$ cat config.mk
export PLATFORM = sky130hd
export DESIGN_NAME = wcku_top
export DESIGN_NICKNAME = d
export VERILOG_FILES = /design/src/rtl/wcku_pkg.sv /design/src/rtl/wcku_counter.sv /design/src/rtl/wcku_top.sv
export SDC_FILE = /design/constraint.sdc
export NUM_CORES = 1
export LEC_CHECK = 0
export BUFFER_PORTS_ARGS = -buffer_cell sky130_fd_sc_hd__buf_2
export CAP_MARGIN = 20
export CORE_MARGIN = 4
export CORE_UTILIZATION = 25
export DETAILED_ROUTE_END_ITERATION = 8
export PLACE_DENSITY_LB_ADDON = 0.25
export SYNTH_ARGS = -nofsm -noshare
export SYNTH_HDL_FRONTEND = slang
export SYNTH_SLANG_ARGS = --single-unit
$ cat constraint.sdc
create_clock -name ref_clk -period 3.5 [get_ports ref_clk]
set_input_delay 0.35 -clock ref_clk [delete_from_list [all_inputs] [get_ports ref_clk]]
set_output_delay 0.35 -clock ref_clk [all_outputs]
set_load 0.02 [all_outputs]
$ cat src/rtl/wcku_pkg.sv
// constants and types shared by the watchdog control/key unit
// assumes a single 50 MHz clock and an AXI4-Lite register port with 32-bit data

package wcku_pkg;

    // =====================================================================
    // register map (byte addresses on the AXI4-Lite port)
    localparam logic [7:0] OFS_CTRL_ONE = 8'h00;
    localparam logic [7:0] OFS_CTRL_TWO = 8'h04;
    localparam logic [7:0] OFS_PERIOD = 8'h08;
    localparam logic [7:0] OFS_COUNT = 8'h0C;
    localparam logic [7:0] OFS_IRQ_STAT = 8'h10;
    localparam logic [7:0] OFS_IRQ_MASK = 8'h14;

    // =====================================================================
    // field positions
    localparam int FLAG_BIT = 15;
    localparam int EN_BIT = 14;
    localparam int RSVD_BIT = 13;
    localparam int PMODE_BIT = 12;
    localparam int KEY_MSB = 11;
    localparam int KEY_LSB = 0;
    localparam int DIVDN_MSB = 3;
    localparam int DIVDN_LSB = 0;
    localparam int PCNT_MSB = 7;
    localparam int PCNT_LSB = 4;
    localparam int IRQ_TIMEOUT = 0;
    localparam int IRQ_SERVICE = 1;

    // =====================================================================
    // reset values and key words
    localparam logic [3:0] RST_DIVDN = 4'h0;
    localparam logic RST_PMODE = 1'b1;
    localparam logic [11:0] RST_KEY = 12'h000;
    localparam logic [15:0] RST_PERIOD = 16'hFFFF;
    localparam logic [1:0] RST_IRQ_MASK = 2'h0;
    localparam logic [11:0] KEY_FIRST = 12'h5C6;
    localparam logic [11:0] KEY_SECOND = 12'hA7E;

    // =====================================================================
    // bus responses
    localparam logic [1:0] RESP_OKAY = 2'h0;
    localparam logic [1:0] RESP_SLVERR = 2'h2;

    // key sequence state
    typedef enum logic {
        KEY_IDLE = 1'b0,
        KEY_ARMED = 1'b1
    } wcku_key_t;

endpackage

$ cat src/rtl/wcku_counter.sv
// prescaler and main down-counter of the watchdog
// assumes run, reload and settings come from the control logic in the same clock domain
`timescale 1ns/1ns
`default_nettype none

module wcku_counter (
    input wire logic ref_clk,
    input wire logic rst_n,
    input wire logic run,
    input wire logic reload,
    input wire logic pmode,
    input wire logic [3:0] divdn,
    input wire logic [15:0] period,
    output logic [15:0] pcnt_ff,
    output logic [15:0] cnt_ff,
    output logic expire_ff
);
    import wcku_pkg::*;

    typedef struct packed {
        logic [15:0] pcnt;
        logic [15:0] cnt;
        logic expire;
    } wcku_cnt_t;

    wcku_cnt_t st_ff;
    wcku_cnt_t nxt_st;
    logic [15:0] reload_val;

    // =====================================================================
    // prescaler reload value: raw code in direct mode, decoded mask otherwise
    always_comb begin
        if (pmode) begin
            reload_val = 16'hFFFF >> (4'hF - divdn);
        end else begin
            reload_val = {12'h000, divdn};
        end
    end

    // reload beats run so a service or enable always starts a fresh period
    always_comb begin
        nxt_st = st_ff;
        nxt_st.expire = 1'b0;
        if (reload) begin
            nxt_st.pcnt = reload_val;
            nxt_st.cnt = period;
        end else if (run) begin
            if (st_ff.pcnt == 16'h0000) begin
                nxt_st.pcnt = reload_val;
                if (st_ff.cnt == 16'h0000) begin
                    nxt_st.expire = 1'b1;
                    nxt_st.cnt = period;
                end else begin
                    nxt_st.cnt = st_ff.cnt - 16'h0001;
                end
            end else begin
                nxt_st.pcnt = st_ff.pcnt - 16'h0001;
            end
        end
    end

    // state register; counters come up at all ones so a stray run is slow
    always_ff @(posedge ref_clk or negedge rst_n) begin
        if (!rst_n) begin
            st_ff <= '{pcnt: RST_PERIOD, cnt: RST_PERIOD, expire: 1'b0};
        end else begin
            st_ff <= nxt_st;
        end
    end

    assign pcnt_ff = st_ff.pcnt;
    assign cnt_ff = st_ff.cnt;
    assign expire_ff = st_ff.expire;

    property p_pre_reload;
        @(posedge ref_clk) disable iff (!rst_n)
        (run && !reload && st_ff.pcnt == 16'h0000) |=> (st_ff.pcnt == $past(reload_val));
    endproperty
    a_pre_reload: assert property (p_pre_reload)
        else $error("prescaler did not reload with the selected value");

endmodule // wcku_counter

`default_nettype wire

$ cat src/rtl/wcku_top.sv
// watchdog control/key unit: second control register, key check, interrupts
// assumes an AXI4-Lite master on ref_clk and an active-low asynchronous reset
`timescale 1ns/1ns
`default_nettype none

module wcku_top (
    input wire logic ref_clk,
    input wire logic rst_n,
    input wire logic [7:0] s_axi_awaddr,
    input wire logic s_axi_awvalid,
    output logic s_axi_awready,
    input wire logic [31:0] s_axi_wdata,
    input wire logic [3:0] s_axi_wstrb,
    input wire logic s_axi_wvalid,
    output logic s_axi_wready,
    output logic [1:0] s_axi_bresp,
    output logic s_axi_bvalid,
    input wire logic s_axi_bready,
    input wire logic [7:0] s_axi_araddr,
    input wire logic s_axi_arvalid,
    output logic s_axi_arready,
    output logic [31:0] s_axi_rdata,
    output logic [1:0] s_axi_rresp,
    output logic s_axi_rvalid,
    input wire logic s_axi_rready,
    output logic irq,
    output logic wd_timeout
);
    import wcku_pkg::*;

    typedef struct packed {
        logic awready;
        logic wready;
        logic aw_hold;
        logic [7:0] aw_addr;
        logic w_hold;
        logic [31:0] w_data;
        logic [3:0] w_strb;
        logic bvalid;
        logic [1:0] bresp;
        logic arready;
        logic rvalid;
        logic [31:0] rdata;
        logic [1:0] rresp;
        logic [3:0] divdn;
        logic flag;
        logic en;
        logic pmode;
        logic [11:0] key;
        wcku_key_t kstate;
        logic [15:0] period;
        logic [1:0] irq_stat;
        logic [1:0] irq_mask;
        logic irq;
        logic timeout;
    } wcku_state_t;

    localparam wcku_state_t RST_STATE = '{
        divdn: RST_DIVDN,
        pmode: RST_PMODE,
        key: RST_KEY,
        kstate: KEY_IDLE,
        period: RST_PERIOD,
        irq_mask: RST_IRQ_MASK,
        default: '0
    };

    wcku_state_t st_ff;
    wcku_state_t nxt_st;

    logic [15:0] pcnt;
    logic [15:0] cnt;
    logic expire;

    logic wr_fire;
    logic wr_ctl2;
    logic [15:0] ctl2_now;
    logic [15:0] ctl2_new;
    logic key_first;
    logic key_second;
    logic bad_key;
    logic service;
    logic en_rise;
    logic timeout_evt;
    logic flag_w1c;
    logic [31:0] one_merged;
    logic [31:0] two_merged;
    logic [31:0] per_merged;

    // =====================================================================
    // counters; they only run while enabled
    wcku_counter u_counter (
        .ref_clk(ref_clk),
        .rst_n(rst_n),
        .run(st_ff.en),
        .reload(service | en_rise),
        // mode and code as written this cycle, so an enabling write starts in its own mode
        .pmode(nxt_st.pmode),
        .divdn(nxt_st.divdn),
        .period(st_ff.period),
        .pcnt_ff(pcnt),
        .cnt_ff(cnt),
        .expire_ff(expire)
    );

    // =====================================================================
    // helpers: byte-lane merge and read mux
    function automatic logic [31:0] merge_word(input logic [31:0] old_v, input logic [31:0] new_v,
                                               input logic [3:0] strb);
        logic [31:0] res;
        res = old_v;
        for (int b = 0; b < 4; b++) begin
            if (strb[b]) begin
                res[8*b +: 8] = new_v[8*b +: 8];
            end
        end
        return res;
    endfunction

    // the 16-bit prescaler stays hidden in indirect mode
    function automatic logic [31:0] read_mux(input wcku_state_t s, input logic [7:0] addr,
                                             input logic [15:0] p, input logic [15:0] c);
        logic [31:0] v;
        v = 32'h0000_0000;
        unique case (addr)
            OFS_CTRL_ONE: begin
                v[DIVDN_MSB:DIVDN_LSB] = s.divdn;
                v[PCNT_MSB:PCNT_LSB] = s.pmode ? 4'h0 : p[3:0];
            end
            OFS_CTRL_TWO: begin
                v[FLAG_BIT] = s.flag;
                v[EN_BIT] = s.en;
                v[RSVD_BIT] = 1'b0;
                v[PMODE_BIT] = s.pmode;
                v[KEY_MSB:KEY_LSB] = s.key;
            end
            OFS_PERIOD: v[15:0] = s.period;
            OFS_COUNT: v[15:0] = c;
            OFS_IRQ_STAT: v[1:0] = s.irq_stat;
            OFS_IRQ_MASK: v[1:0] = s.irq_mask;
            default: v = 32'h0000_0000;
        endcase
        return v;
    endfunction

    function automatic logic addr_ok(input logic [7:0] addr);
        return addr == OFS_CTRL_ONE || addr == OFS_CTRL_TWO || addr == OFS_PERIOD ||
               addr == OFS_COUNT || addr == OFS_IRQ_STAT || addr == OFS_IRQ_MASK;
    endfunction

    // =====================================================================
    // write-side decode; every write to the second control register is a key write
    always_comb begin
        wr_fire = st_ff.aw_hold & st_ff.w_hold & ~st_ff.bvalid;
        wr_ctl2 = wr_fire & (st_ff.aw_addr == OFS_CTRL_TWO);
        ctl2_now = {st_ff.flag, st_ff.en, 1'b0, st_ff.pmode, st_ff.key};
        // merged words go through variables: a select straight on a call is not legal
        one_merged = merge_word({28'h0000000, st_ff.divdn}, st_ff.w_data, st_ff.w_strb);
        two_merged = merge_word({16'h0000, ctl2_now}, st_ff.w_data, st_ff.w_strb);
        per_merged = merge_word({16'h0000, st_ff.period}, st_ff.w_data, st_ff.w_strb);
        ctl2_new = two_merged[15:0];
        key_first = ctl2_new[KEY_MSB:KEY_LSB] == KEY_FIRST;
        key_second = (ctl2_new[KEY_MSB:KEY_LSB] == KEY_SECOND) && (st_ff.kstate == KEY_ARMED);
        bad_key = wr_ctl2 & ~key_first & ~key_second;
        service = wr_ctl2 & key_second;
        en_rise = wr_ctl2 & ctl2_new[EN_BIT] & ~st_ff.en;
        flag_w1c = wr_ctl2 & ctl2_new[FLAG_BIT];
        timeout_evt = bad_key | (expire & st_ff.en);
    end

    // =====================================================================
    // next-state logic for bus, control register and interrupts
    always_comb begin
        nxt_st = st_ff;
        nxt_st.timeout = timeout_evt;
        // address and data are caught independently, in either order
        if (s_axi_awvalid && st_ff.awready) begin
            nxt_st.aw_hold = 1'b1;
            nxt_st.aw_addr = s_axi_awaddr;
        end
        if (s_axi_wvalid && st_ff.wready) begin
            nxt_st.w_hold = 1'b1;
            nxt_st.w_data = s_axi_wdata;
            nxt_st.w_strb = s_axi_wstrb;
        end
        if (st_ff.bvalid && s_axi_bready) begin
            nxt_st.bvalid = 1'b0;
        end
        if (wr_fire) begin
            nxt_st.aw_hold = 1'b0;
            nxt_st.w_hold = 1'b0;
            nxt_st.bvalid = 1'b1;
            nxt_st.bresp = addr_ok(st_ff.aw_addr) ? RESP_OKAY : RESP_SLVERR;
            unique case (st_ff.aw_addr)
                OFS_CTRL_ONE: begin
                    nxt_st.divdn = one_merged[DIVDN_MSB:DIVDN_LSB];
                end
                OFS_CTRL_TWO: begin
                    nxt_st.pmode = ctl2_new[PMODE_BIT];
                    nxt_st.key = ctl2_new[KEY_MSB:KEY_LSB];
                    // a first key arms; anything else, good pair or not, disarms
                    nxt_st.kstate = key_first ? KEY_ARMED : KEY_IDLE;
                end
                OFS_PERIOD: begin
                    nxt_st.period = per_merged[15:0];
                end
                OFS_IRQ_STAT: begin
                    if (st_ff.w_strb[0]) begin
                        nxt_st.irq_stat = st_ff.irq_stat & ~st_ff.w_data[1:0];
                    end
                end
                OFS_IRQ_MASK: begin
                    if (st_ff.w_strb[0]) begin
                        nxt_st.irq_mask = st_ff.w_data[1:0];
                    end
                end
                default: begin
                end
            endcase
        end
        // flag: clears first so a same-cycle time-out still wins
        if (flag_w1c || en_rise) begin
            nxt_st.flag = 1'b0;
        end
        if (en_rise) begin
            nxt_st.en = 1'b1; // writing 0 never disables
        end
        if (timeout_evt) begin
            nxt_st.flag = 1'b1;
            nxt_st.en = 1'b0;
        end
        // sticky events, set beats the write-one clear above
        if (timeout_evt) begin
            nxt_st.irq_stat[IRQ_TIMEOUT] = 1'b1;
        end
        if (service) begin
            nxt_st.irq_stat[IRQ_SERVICE] = 1'b1;
        end
        nxt_st.irq = |(nxt_st.irq_stat & nxt_st.irq_mask);
        // read channel: one outstanding read, data latched at acceptance
        if (st_ff.rvalid && s_axi_rready) begin
            nxt_st.rvalid = 1'b0;
        end
        if (s_axi_arvalid && st_ff.arready) begin
            nxt_st.rvalid = 1'b1;
            nxt_st.rdata = read_mux(st_ff, s_axi_araddr, pcnt, cnt);
            nxt_st.rresp = addr_ok(s_axi_araddr) ? RESP_OKAY : RESP_SLVERR;
        end
        nxt_st.awready = ~nxt_st.aw_hold & ~nxt_st.bvalid;
        nxt_st.wready = ~nxt_st.w_hold & ~nxt_st.bvalid;
        nxt_st.arready = ~nxt_st.rvalid;
    end

    // =====================================================================
    // state register
    always_ff @(posedge ref_clk or negedge rst_n) begin
        if (!rst_n) begin
            st_ff <= RST_STATE;
        end else begin
            st_ff <= nxt_st;
        end
    end

    // outputs straight from the state flops
    assign s_axi_awready = st_ff.awready;
    assign s_axi_wready = st_ff.wready;
    assign s_axi_bresp = st_ff.bresp;
    assign s_axi_bvalid = st_ff.bvalid;
    assign s_axi_arready = st_ff.arready;
    assign s_axi_rdata = st_ff.rdata;
    assign s_axi_rresp = st_ff.rresp;
    assign s_axi_rvalid = st_ff.rvalid;
    assign irq = st_ff.irq;
    assign wd_timeout = st_ff.timeout;

    // =====================================================================
    // assertions
    property p_flag_set;
        @(posedge ref_clk) disable iff (!rst_n)
        timeout_evt |=> st_ff.flag && wd_timeout;
    endproperty
    a_flag_set: assert property (p_flag_set)
        else $error("time-out did not set the flag");

    property p_flag_clear;
        @(posedge ref_clk) disable iff (!rst_n)
        $fell(st_ff.flag) |-> $past(flag_w1c || en_rise);
    endproperty
    a_flag_clear: assert property (p_flag_clear)
        else $error("flag cleared without cause");

    property p_stopped;
        @(posedge ref_clk) disable iff (!rst_n)
        (!st_ff.en && !service && !en_rise) |=> $stable(cnt) && !expire;
    endproperty
    a_stopped: assert property (p_stopped)
        else $error("counter moved while disabled");

    property p_route;
        @(posedge ref_clk) disable iff (!rst_n)
        (expire && st_ff.en) |=> wd_timeout ##1 !wd_timeout;
    endproperty
    a_route: assert property (p_route)
        else $error("expiry not routed to time-out");

    property p_en_hold;
        @(posedge ref_clk) disable iff (!rst_n)
        $fell(st_ff.en) |-> $past(timeout_evt);
    endproperty
    a_en_hold: assert property (p_en_hold)
        else $error("enable dropped without a time-out");

    property p_rsvd;
        @(posedge ref_clk) disable iff (!rst_n)
        (s_axi_arvalid && s_axi_arready && s_axi_araddr == OFS_CTRL_TWO)
            |=> !s_axi_rdata[RSVD_BIT];
    endproperty
    a_rsvd: assert property (p_rsvd)
        else $error("reserved bit read as one");

    property p_good_pair;
        @(posedge ref_clk) disable iff (!rst_n)
        service |=> !wd_timeout && st_ff.kstate == KEY_IDLE && cnt == $past(st_ff.period);
    endproperty
    a_good_pair: assert property (p_good_pair)
        else $error("valid key pair did not service");

    property p_bad_key;
        @(posedge ref_clk) disable iff (!rst_n)
        bad_key |=> wd_timeout && !st_ff.en && st_ff.irq_stat[IRQ_TIMEOUT];
    endproperty
    a_bad_key: assert property (p_bad_key)
        else $error("wrong key did not time out");

    property p_hidden_pcnt;
        @(posedge ref_clk) disable iff (!rst_n)
        (s_axi_arvalid && s_axi_arready && s_axi_araddr == OFS_CTRL_ONE && st_ff.pmode)
            |=> s_axi_rdata[PCNT_MSB:PCNT_LSB] == 4'h0;
    endproperty
    a_hidden_pcnt: assert property (p_hidden_pcnt)
        else $error("indirect prescaler leaked to software");

    property p_enable_clears;
        @(posedge ref_clk) disable iff (!rst_n)
        (en_rise && !bad_key) |=> st_ff.en && !st_ff.flag && !wd_timeout;
    endproperty
    a_enable_clears: assert property (p_enable_clears)
        else $error("enabling did not clear the flag");

endmodule // wcku_top

`default_nettype wire

==> results.md, run 1 <==
- Chip height: 175 um
- Diodes inserted: 0
- Top-area cell type share of the netlist area: 0.278
- Top FF cell, synth: dfrtp_1
- Fill cells: roughly 2,800
- Dominant cell type by area after synthesis: dfrtp_1
- Seq/Total Area, Yosys: 0.463
- I/O pin count: a little over 100
- Cell Pwr Density: 759 nW/um2
- Worst Path Class, Setup: reg2reg
- CP peak stage delay: ~0.63 ns
- Net Sw Power: 0.00239 W
- Peak supply drop: about 0.00032 V
- Mux share of post-synthesis cell area: 0.138
- Worst Path Arrival: 3.17 ns
- GRT Util Overall: 0.129
- Synthesized area: 6940 um2
- Crit-path cells: or4b_1, nor4_1, o2111ai_1, nand2_1, o21ai_1, a211o_1
- Status: completed
- Share of layout cells above drive strength 1: 0.344
- Ys Warns: 0
- Wire per inst: 17.5 um
- Lkg Pwr: about 3.5 nW
- Max_cap viols: 0
- Clock root buffer: clkbuf_16
- Worst path required time: between 3 and 4 ns
- Starting Density: 0.256
- Final wirelength: a little under 20,000 um
- Sequential share of power: 0.376
- Max_slew headroom: 0.384
- Simple-Gate Fraction of Synth Area: 0.197
- CP top delay family: simple AND/OR/NAND/NOR gates
- Startpoint types: flip-flop
- Sw Share: 0.390
- Avg Vias per Cell: 4.75
- Worst-Skew Late Latency: ~0.42 ns
- Global route total overflow: 0
- FFs w/ async S/R, synth: 1.00
- Pins Over Slew Limit: 0
- Initial antenna violation count: 0
- Critical path endpoint category: flip-flop
- Max Freq: between 0.3 and 0.4 GHz
- Crit path buf inv count: 0
- Hold Crit Class: in2reg
- Setup crit start: s_axi_bvalid$_DFF_PN0_
- Antenna-violating nets left: 0
- CP max-delay cell: or4b_1
- Cell variety after synth: about 80
- Worst Path Max Fanout: 8
- DRT iter0 DRCs: between 400 and 500
- Worst r2r src: s_axi_bvalid$_DFF_PN0_
- Mean Syn Cell Area: between 10 and 15 um2
- Core Util, Final: 0.298
- Final Hold Viols: 0
- Endpoints failing setup: 0
- Vias in the first global route: about 5,200
- DIE AREA: a little over 30,000 um2
- Setup TNS: 0 ns
- Synth top area cells: dfrtp_1, dfstp_2, mux2_2, buf_4, nand2_1
- First-pass DRT Iterations: 5
- Final HPWL DP: 14,200 um
- # DRC: 0
- CTS sink cnt: roughly 130
- Adder-cell share of the synthesized area: 0.00722
- Synth Area in XOR/XNOR: 0.00505
- Pint: 0.00374 W
- CTS buffer count: 17
- Final cycle utilization of the critical path: 0.807
- Largest net degree at the start of global routing: 87
- Core Area: between 20,000 and 30,000 um2
- RSZ-0062 raised after global routing: false
- First-pass GRT wire length: slightly above 30,000 um
- PortBufs: 65
- Combinational share of power: 0.348
- Nets: around 800
- CTS max path bufs: 2
- Post-synthesis compound-gate area fraction: 0.127
- Clock transition at path regs: approximately 0.06 ns
- Worst slew pin tran: 0.922 ns
- Horiz. Die Dim: between 150 and 200 um
- Post-CTS setup buffer count: 0
- Yosys reg bits: approximately 130
- Post-synth EDFFs: 0
- GP Congestion: between 0.8 and 0.9
- Clk network pwr share: 0.276
- Row cnt: 60
- Syn Inst Count: 681
- Tmin final: about 2.8 ns
- H-tree Lvls: 4
- Final clock skew: between 0.009 and 0.01 ns
- Min-delay src: s_axi_wdata[7]
- Via count: 5,309
- Synth-to-layout area growth: 16.4%
- CTS tree: built
- Main combinational cell family by area after synthesis: simple AND/OR/NAND/NOR gates
==> cell usage in the layout, fill, tap and decap left out, types with 9 or more instances in the layout <==
cell type,synthesis,layout
a21oi_1,22,22
a22oi_1,9,9
buf_2,9,64
buf_4,37,11
clkbuf_16,0,17
conb_1,1,18
dfrtp_1,77,77
dfstp_2,49,49
inv_1,13,13
mux2_2,71,71
mux2i_1,10,10
nand2_1,74,74
nand3_1,24,24
nor2_1,48,48
nor3_1,16,16
nor4_1,9,9
o21ai_0,46,46
o31ai_1,12,12
==> synth_stat cells (all sizes together), types with 5 or more instances <==
cell type	n
nor3	18
nand2	75
nand4	5
nor2	49
a21oi	23
clkbuf	14
nand3	24
nor4	13
o21ai	51
nand2b	5
o31ai	12
inv	13
mux2	71
nor3b	9
buf	48
mux2i	11
a22oi	9
or3	8
dfstp	49
or2	5
a31oi	6
or3b	5
and3	7
nor2b	6
dfrtp	77
==> layer usage <==
| metal | track usage | share of wire | up-vias |
|---|---|---|---|
| li1 | - | - | 2555 |
| met1 | 0.203 | 0.52 | 2592 |
| met2 | 0.174 | 0.40 | 149 |
| met3 | 0.0279 | 0.060 | 13 |
| met4 | 0.0393 | 0.012 | 0 |
| met5 | 0 | 0 | - |
==> logic make-up (layout without fill, tap and decap cells) <==
kind of cell	Yosys count	count (layout)
adders and majority gates	4	4
other	1	18
buffers and inverters	75	122
DFF	126	126
and+or+nand+nor	252	252
xor gates and xnor gates	4	4
muxes	84	84
AOI/OAI and AO/OA	135	135
==> worst reg2reg max path: cells and delay by family, from the launching register on <==
family | cells | cell delay [ns]
AO/OA/AOI/OAI | 3 | 0.92
AND/OR/NAND/NOR | 3 | 1.40
flip-flops | 1 | 0.42
==> power groups by stage <==
stage / clock network, W / registers [W] / logic, W
6_report: 0.00169 / 0.00230 / 0.00213
5_1_grt: 0.00180 / 0.00236 / 0.00242
4_1_cts: 0.00174 / 0.00230 / 0.00216
3_5_place_dp: 0 / 0.00232 / 0.00215
3_3_place_gp: 0 / 0.00232 / 0.00214
2_1_floorplan: 0 / 0.00214 / 0.00165
==> worst paths after layout <==
kind / depth (start not counted) / to / slack (ns)
hold reg to reg: 2 / s_axi_rdata[6]$_DFFE_PN0P_ / 0.47
max in group asynchronous: 3 / u_counter.cnt_ff[5]$_DFFE_PN1P_ / 2.16
min in group asynchronous: 2 / st_ff[125]$_DFFE_PN0P_ / 0.45
hold / removal: 2 / st_ff[92]$_DFFE_PN0P_ / 0.15
setup / recovery: 6 / u_counter.pcnt_ff[2]$_DFFE_PN1P_ / 0.67
setup reg to reg: 6 / u_counter.pcnt_ff[2]$_DFFE_PN1P_ / 0.67
==> final cells by class <==
| cell class | count | area (um2) | area share |
|---|---|---|---|
| clock buffers | 19 | 443 | 0.0548 |
| flip-flops and latches | 126 | 3210 | 0.398 |
| inverters | 13 | 48.8 | 0.00604 |
| well taps | 372 | 465 | 0.0576 |
| clock inverters | 13 | 116 | 0.0144 |
| multi-input cells | 497 | 3350 | 0.415 |
| repair buffers | 77 | 433 | 0.0536 |
==> flip-flops by register name (all words and copies together) (netlist names), 15 cells and up <==
register / count
st_ff: 53
s_axi_rdata: 16
u_counter.cnt_ff: 16
u_counter.pcnt_ff: 16
ctl2_now: 15
==> what timing repair did <==
action | 4_1_cts | 5_1_grt
hold buffers | 1 | 0
hold endpoints to repair | 33 | 0
resized for setup | 0 | 0
==> metrics by stage <==
step                      cells  worst slack (ns)  power (W)  hold WS, ns  area (um2)
after global placement     1084             0.625    0.00446        0.386        7510
final                      1117             0.675    0.00613        0.152        8080
after global routing       1117             0.485    0.00658        0.136        8080
after CTS                  1117             0.626    0.00620        0.134        8080
after detailed placement   1084             0.652    0.00447        0.386        7510
after floorplan             698             0.979    0.00378       0.0544        7000
Power figures use the tool's default switching activity.
==> inputs of run 2 (changes only) <==
ABC_AREA = 1   (was default)
clock period = 2.4 ns   (was 3.5 ns; I/O delays follow)
==> results.md, run 2 <==
- Top FF cell, synth: dfrtp_1
- Wire per inst: 15.3 um (-13%)
- GP Congestion: 0.911 (+9.1%)
- Syn Inst Count: 1,063 (+56%)
- # DRC: 0 (unchanged)
- Commonest cells after routing, fill and taps aside: nand2_1, inv_1, o21ai_0
- First-pass GRT wire length: 37,600 um (+22%)
- Yosys reg bits: 126 (unchanged)
- Met2 wire len: 10,600 um (+34%)
- Synthesized area: 7570 um2 (+9.1%)
- FF-to-FF setup slack: 0.29 ns (-0.38 ns)
- Ys Warns: 0 (unchanged)
- Startpoint types: flip-flop
- Mean Syn Cell Area: 7.12 um2 (-30%)
- CTS tree: built
- Worst slew pin tran: 0.646 ns (-0.276 ns)
- Starting Density: 0.254 (-0.00186)
- Worst-Skew Late Latency: 0.43 ns (about the same)
- Max_slew headroom: 0.570 (+0.186)
- Worst Path Arrival: 2.46 ns (-0.71 ns)
- Post-synth EDFFs: 0 (unchanged)
- PortBufs: 65 (unchanged)
- Antenna-violating nets left: 0 (unchanged)
- First-pass DRT Iterations: 5 (unchanged)
- Cell with the most instances after synthesis: nand2_1
- Final wirelength: 23,400 um (+20%)
- CTS buffer count: 17 (unchanged)
- Largest Register: st_ff
- Setup TNS: 0 ns (unchanged)
- Met3 WL: 1150 um (-2.0%)
- Top cells by count, synth: nand2_1, inv_1, o21ai_0
- Hold_ws: 0.0105 ns (-0.141 ns)
- Via count: 6,889 (+30%)
- CTS max path bufs: 2 (unchanged)
- Pwr Total: 0.0106 W (+73%)
- Global route total overflow: 0 (unchanged)
- RSZ-0062 raised after global routing: false
- Dominant cell type by area after synthesis: dfrtp_1
- Final HPWL DP: 17,900 um (+26%)
- Share of layout cells above drive strength 1: 0.179 (-0.165)
- Clock root buffer: clkbuf_16
- Worst Path Max Fanout: 10 (+2)
- Critical path endpoint category: flip-flop
- Pins Over Slew Limit: 0 (unchanged)
- Status: completed
- Avg Vias per Cell: 4.50 (-5.3%)
- Max_cap viols: 0 (unchanged)
- Synth-to-layout area growth: 16.5% (about the same)
- Chip height: 182 um (+4.3%)
- Final Hold Viols: 0 (unchanged)
- Top sig layer: met4
- Horiz. Die Dim: 182 um (+4.3%)
- Final cycle utilization of the critical path: 0.878 (+0.0707)
- Peak supply drop: 0.000458 V (+43%)
- Synth top area cells: dfrtp_1, dfstp_2, nand2_1, o21ai_0, inv_1
- Largest net degree at the start of global routing: 64 (-26%)
- Row cnt: 63 (+5.0%)
- Diodes inserted: 0 (unchanged)
- Met1 wire length: 11,300 um (+11%)
- Worst path required time: 2.75 ns (-1.10 ns)
- FFs w/ async S/R, synth: 1.00 (unchanged)
- Nets: 1,191 (+50%)
- Dpl ws: 0.308 ns (-0.344 ns)
- Max Freq: 0.475 GHz (+34%)
- Worst Path Class, Setup: reg2reg
- Final WS setup: 0.293 ns (-0.382 ns)
- Initial antenna violation count: 0 (unchanged)
- Final clock skew: 0.0148 ns (+0.00501 ns)
- Most common cell after layout, fill and taps aside: nand2_1
- Cell Pwr Density: 1200 nW/um2 (+59%)
- CTS sink cnt: 126 (unchanged)
- Vias in the first global route: 6,702 (+29%)
- Largest register FFs: 53 (unchanged)
- Cell variety after synth: 43 (-46%)
- Post-CTS Resized: 0 (unchanged)
- H-tree Lvls: 4 (unchanged)
- I/O pin count: 102 (unchanged)
- DIE AREA: 33,100 um2 (+8.7%)
- Post-CTS setup buffer count: 0 (unchanged)
- Core Util, Final: 0.296 (-0.00201)
- GRT Util Overall: 0.143 (+0.0141)
- Endpoints failing setup: 0 (unchanged)
- Lkg Pwr: 4.24 nW (+22%)
- Clock transition at path regs: 0.07 ns (about the same)
- Core Area: 29,800 um2 (+9.9%)
- Fill cells: 3,321 (+17%)
- Seq/Total Area, Yosys: 0.425 (-0.0388)
- Hold Crit Class: in2reg
- Top-area cell type share of the netlist area: 0.255 (-0.0233)
- DRT iter0 DRCs: 589 (+38%)
- Tmin final: 2.11 ns (-0.718 ns)
-- run 2: cell families after synthesis --
| kind of cell | synth area share |
|---|---|
| AOI/OAI and AO/OA | 0.109 |
| xor gates and xnor gates | 0.0197 |
| adders and majority gates | 0.00661 |
| buffers and inverters | 0.112 |
| DFF | 0.425 |
| other | 0.000495 |
| and+or+nand+nor | 0.328 |
-- run 2: layout make-up --
cell class | instances | area (um2) | share of cell area
multi-input combinational | 775 | 3570 | 0.405
sequential | 126 | 3210 | 0.365
timing repair buffer | 84 | 507 | 0.0575
tap | 390 | 488 | 0.0553
inverter | 124 | 467 | 0.0529
clock buffer | 17 | 425 | 0.0482
clock inverter | 15 | 144 | 0.0163
-- run 2: final timing paths --
path	to	start	cells after the start
worst max register to register	u_counter.cnt_ff[4]$_DFFE_PN1P_	st_ff[119]$_DFFE_PN0P_	10
worst min register to register	s_axi_arready$_DFF_PN0_	s_axi_rvalid$_DFF_PN0_	1
min in group asynchronous	wd_timeout$_DFF_PN0_	rst_n	2
worst min-delay path	st_ff[122]$_DFFE_PN0P_	s_axi_awaddr[4]	3
worst max-delay path	u_counter.cnt_ff[4]$_DFFE_PN1P_	st_ff[119]$_DFFE_PN0P_	10
max in group asynchronous	st_ff[13]$_DFFE_PN1P_	rst_n	3
-- run 2: worst max-delay path, stage by stage, from the launching register on --
cell     delay [ns]
dfrtp_1        0.36
inv_1          0.09
nand2_1        0.10
nor2_1         0.31
inv_1          0.10
nor3_1         0.37
nand4_1        0.19
nand2_2        0.27
inv_1          0.09
nand2_1        0.08
nand3_1        0.07
-- run 2: per-layer routing --
metal  up-vias  track usage
li1       3488            -
met1      3210        0.203
met2       175        0.225
met3        16       0.0258
met4         0       0.0378
met5         -            0
-- run 2: per-stage QoR --
| step | cell area, um2 | instances |
|---|---|---|
| floorplan | 7630 | 1080 |
| global placement | 8220 | 1496 |
| detailed placement | 8220 | 1496 |
| CTS | 8820 | 1531 |
| global route | 8820 | 1531 |
| finish | 8820 | 1531 |
-- run 2: report_power, final --
part / switching, W / internal [W] / leakage (nW)
Combinational: 0.00326 / 0.00144 / 2.45
Clock: 0.00116 / 0.00138 / 0.280
Sequential: 0.000516 / 0.00286 / 1.51
Total: 0.00493 / 0.00568 / 4.24
-- run 2: what timing repair did --
item | in CTS | in global routing
setup endpoints to repair | 0 | 0
hold buffers | 3 | 0
endpoints found under the hold margin | 34 | 0
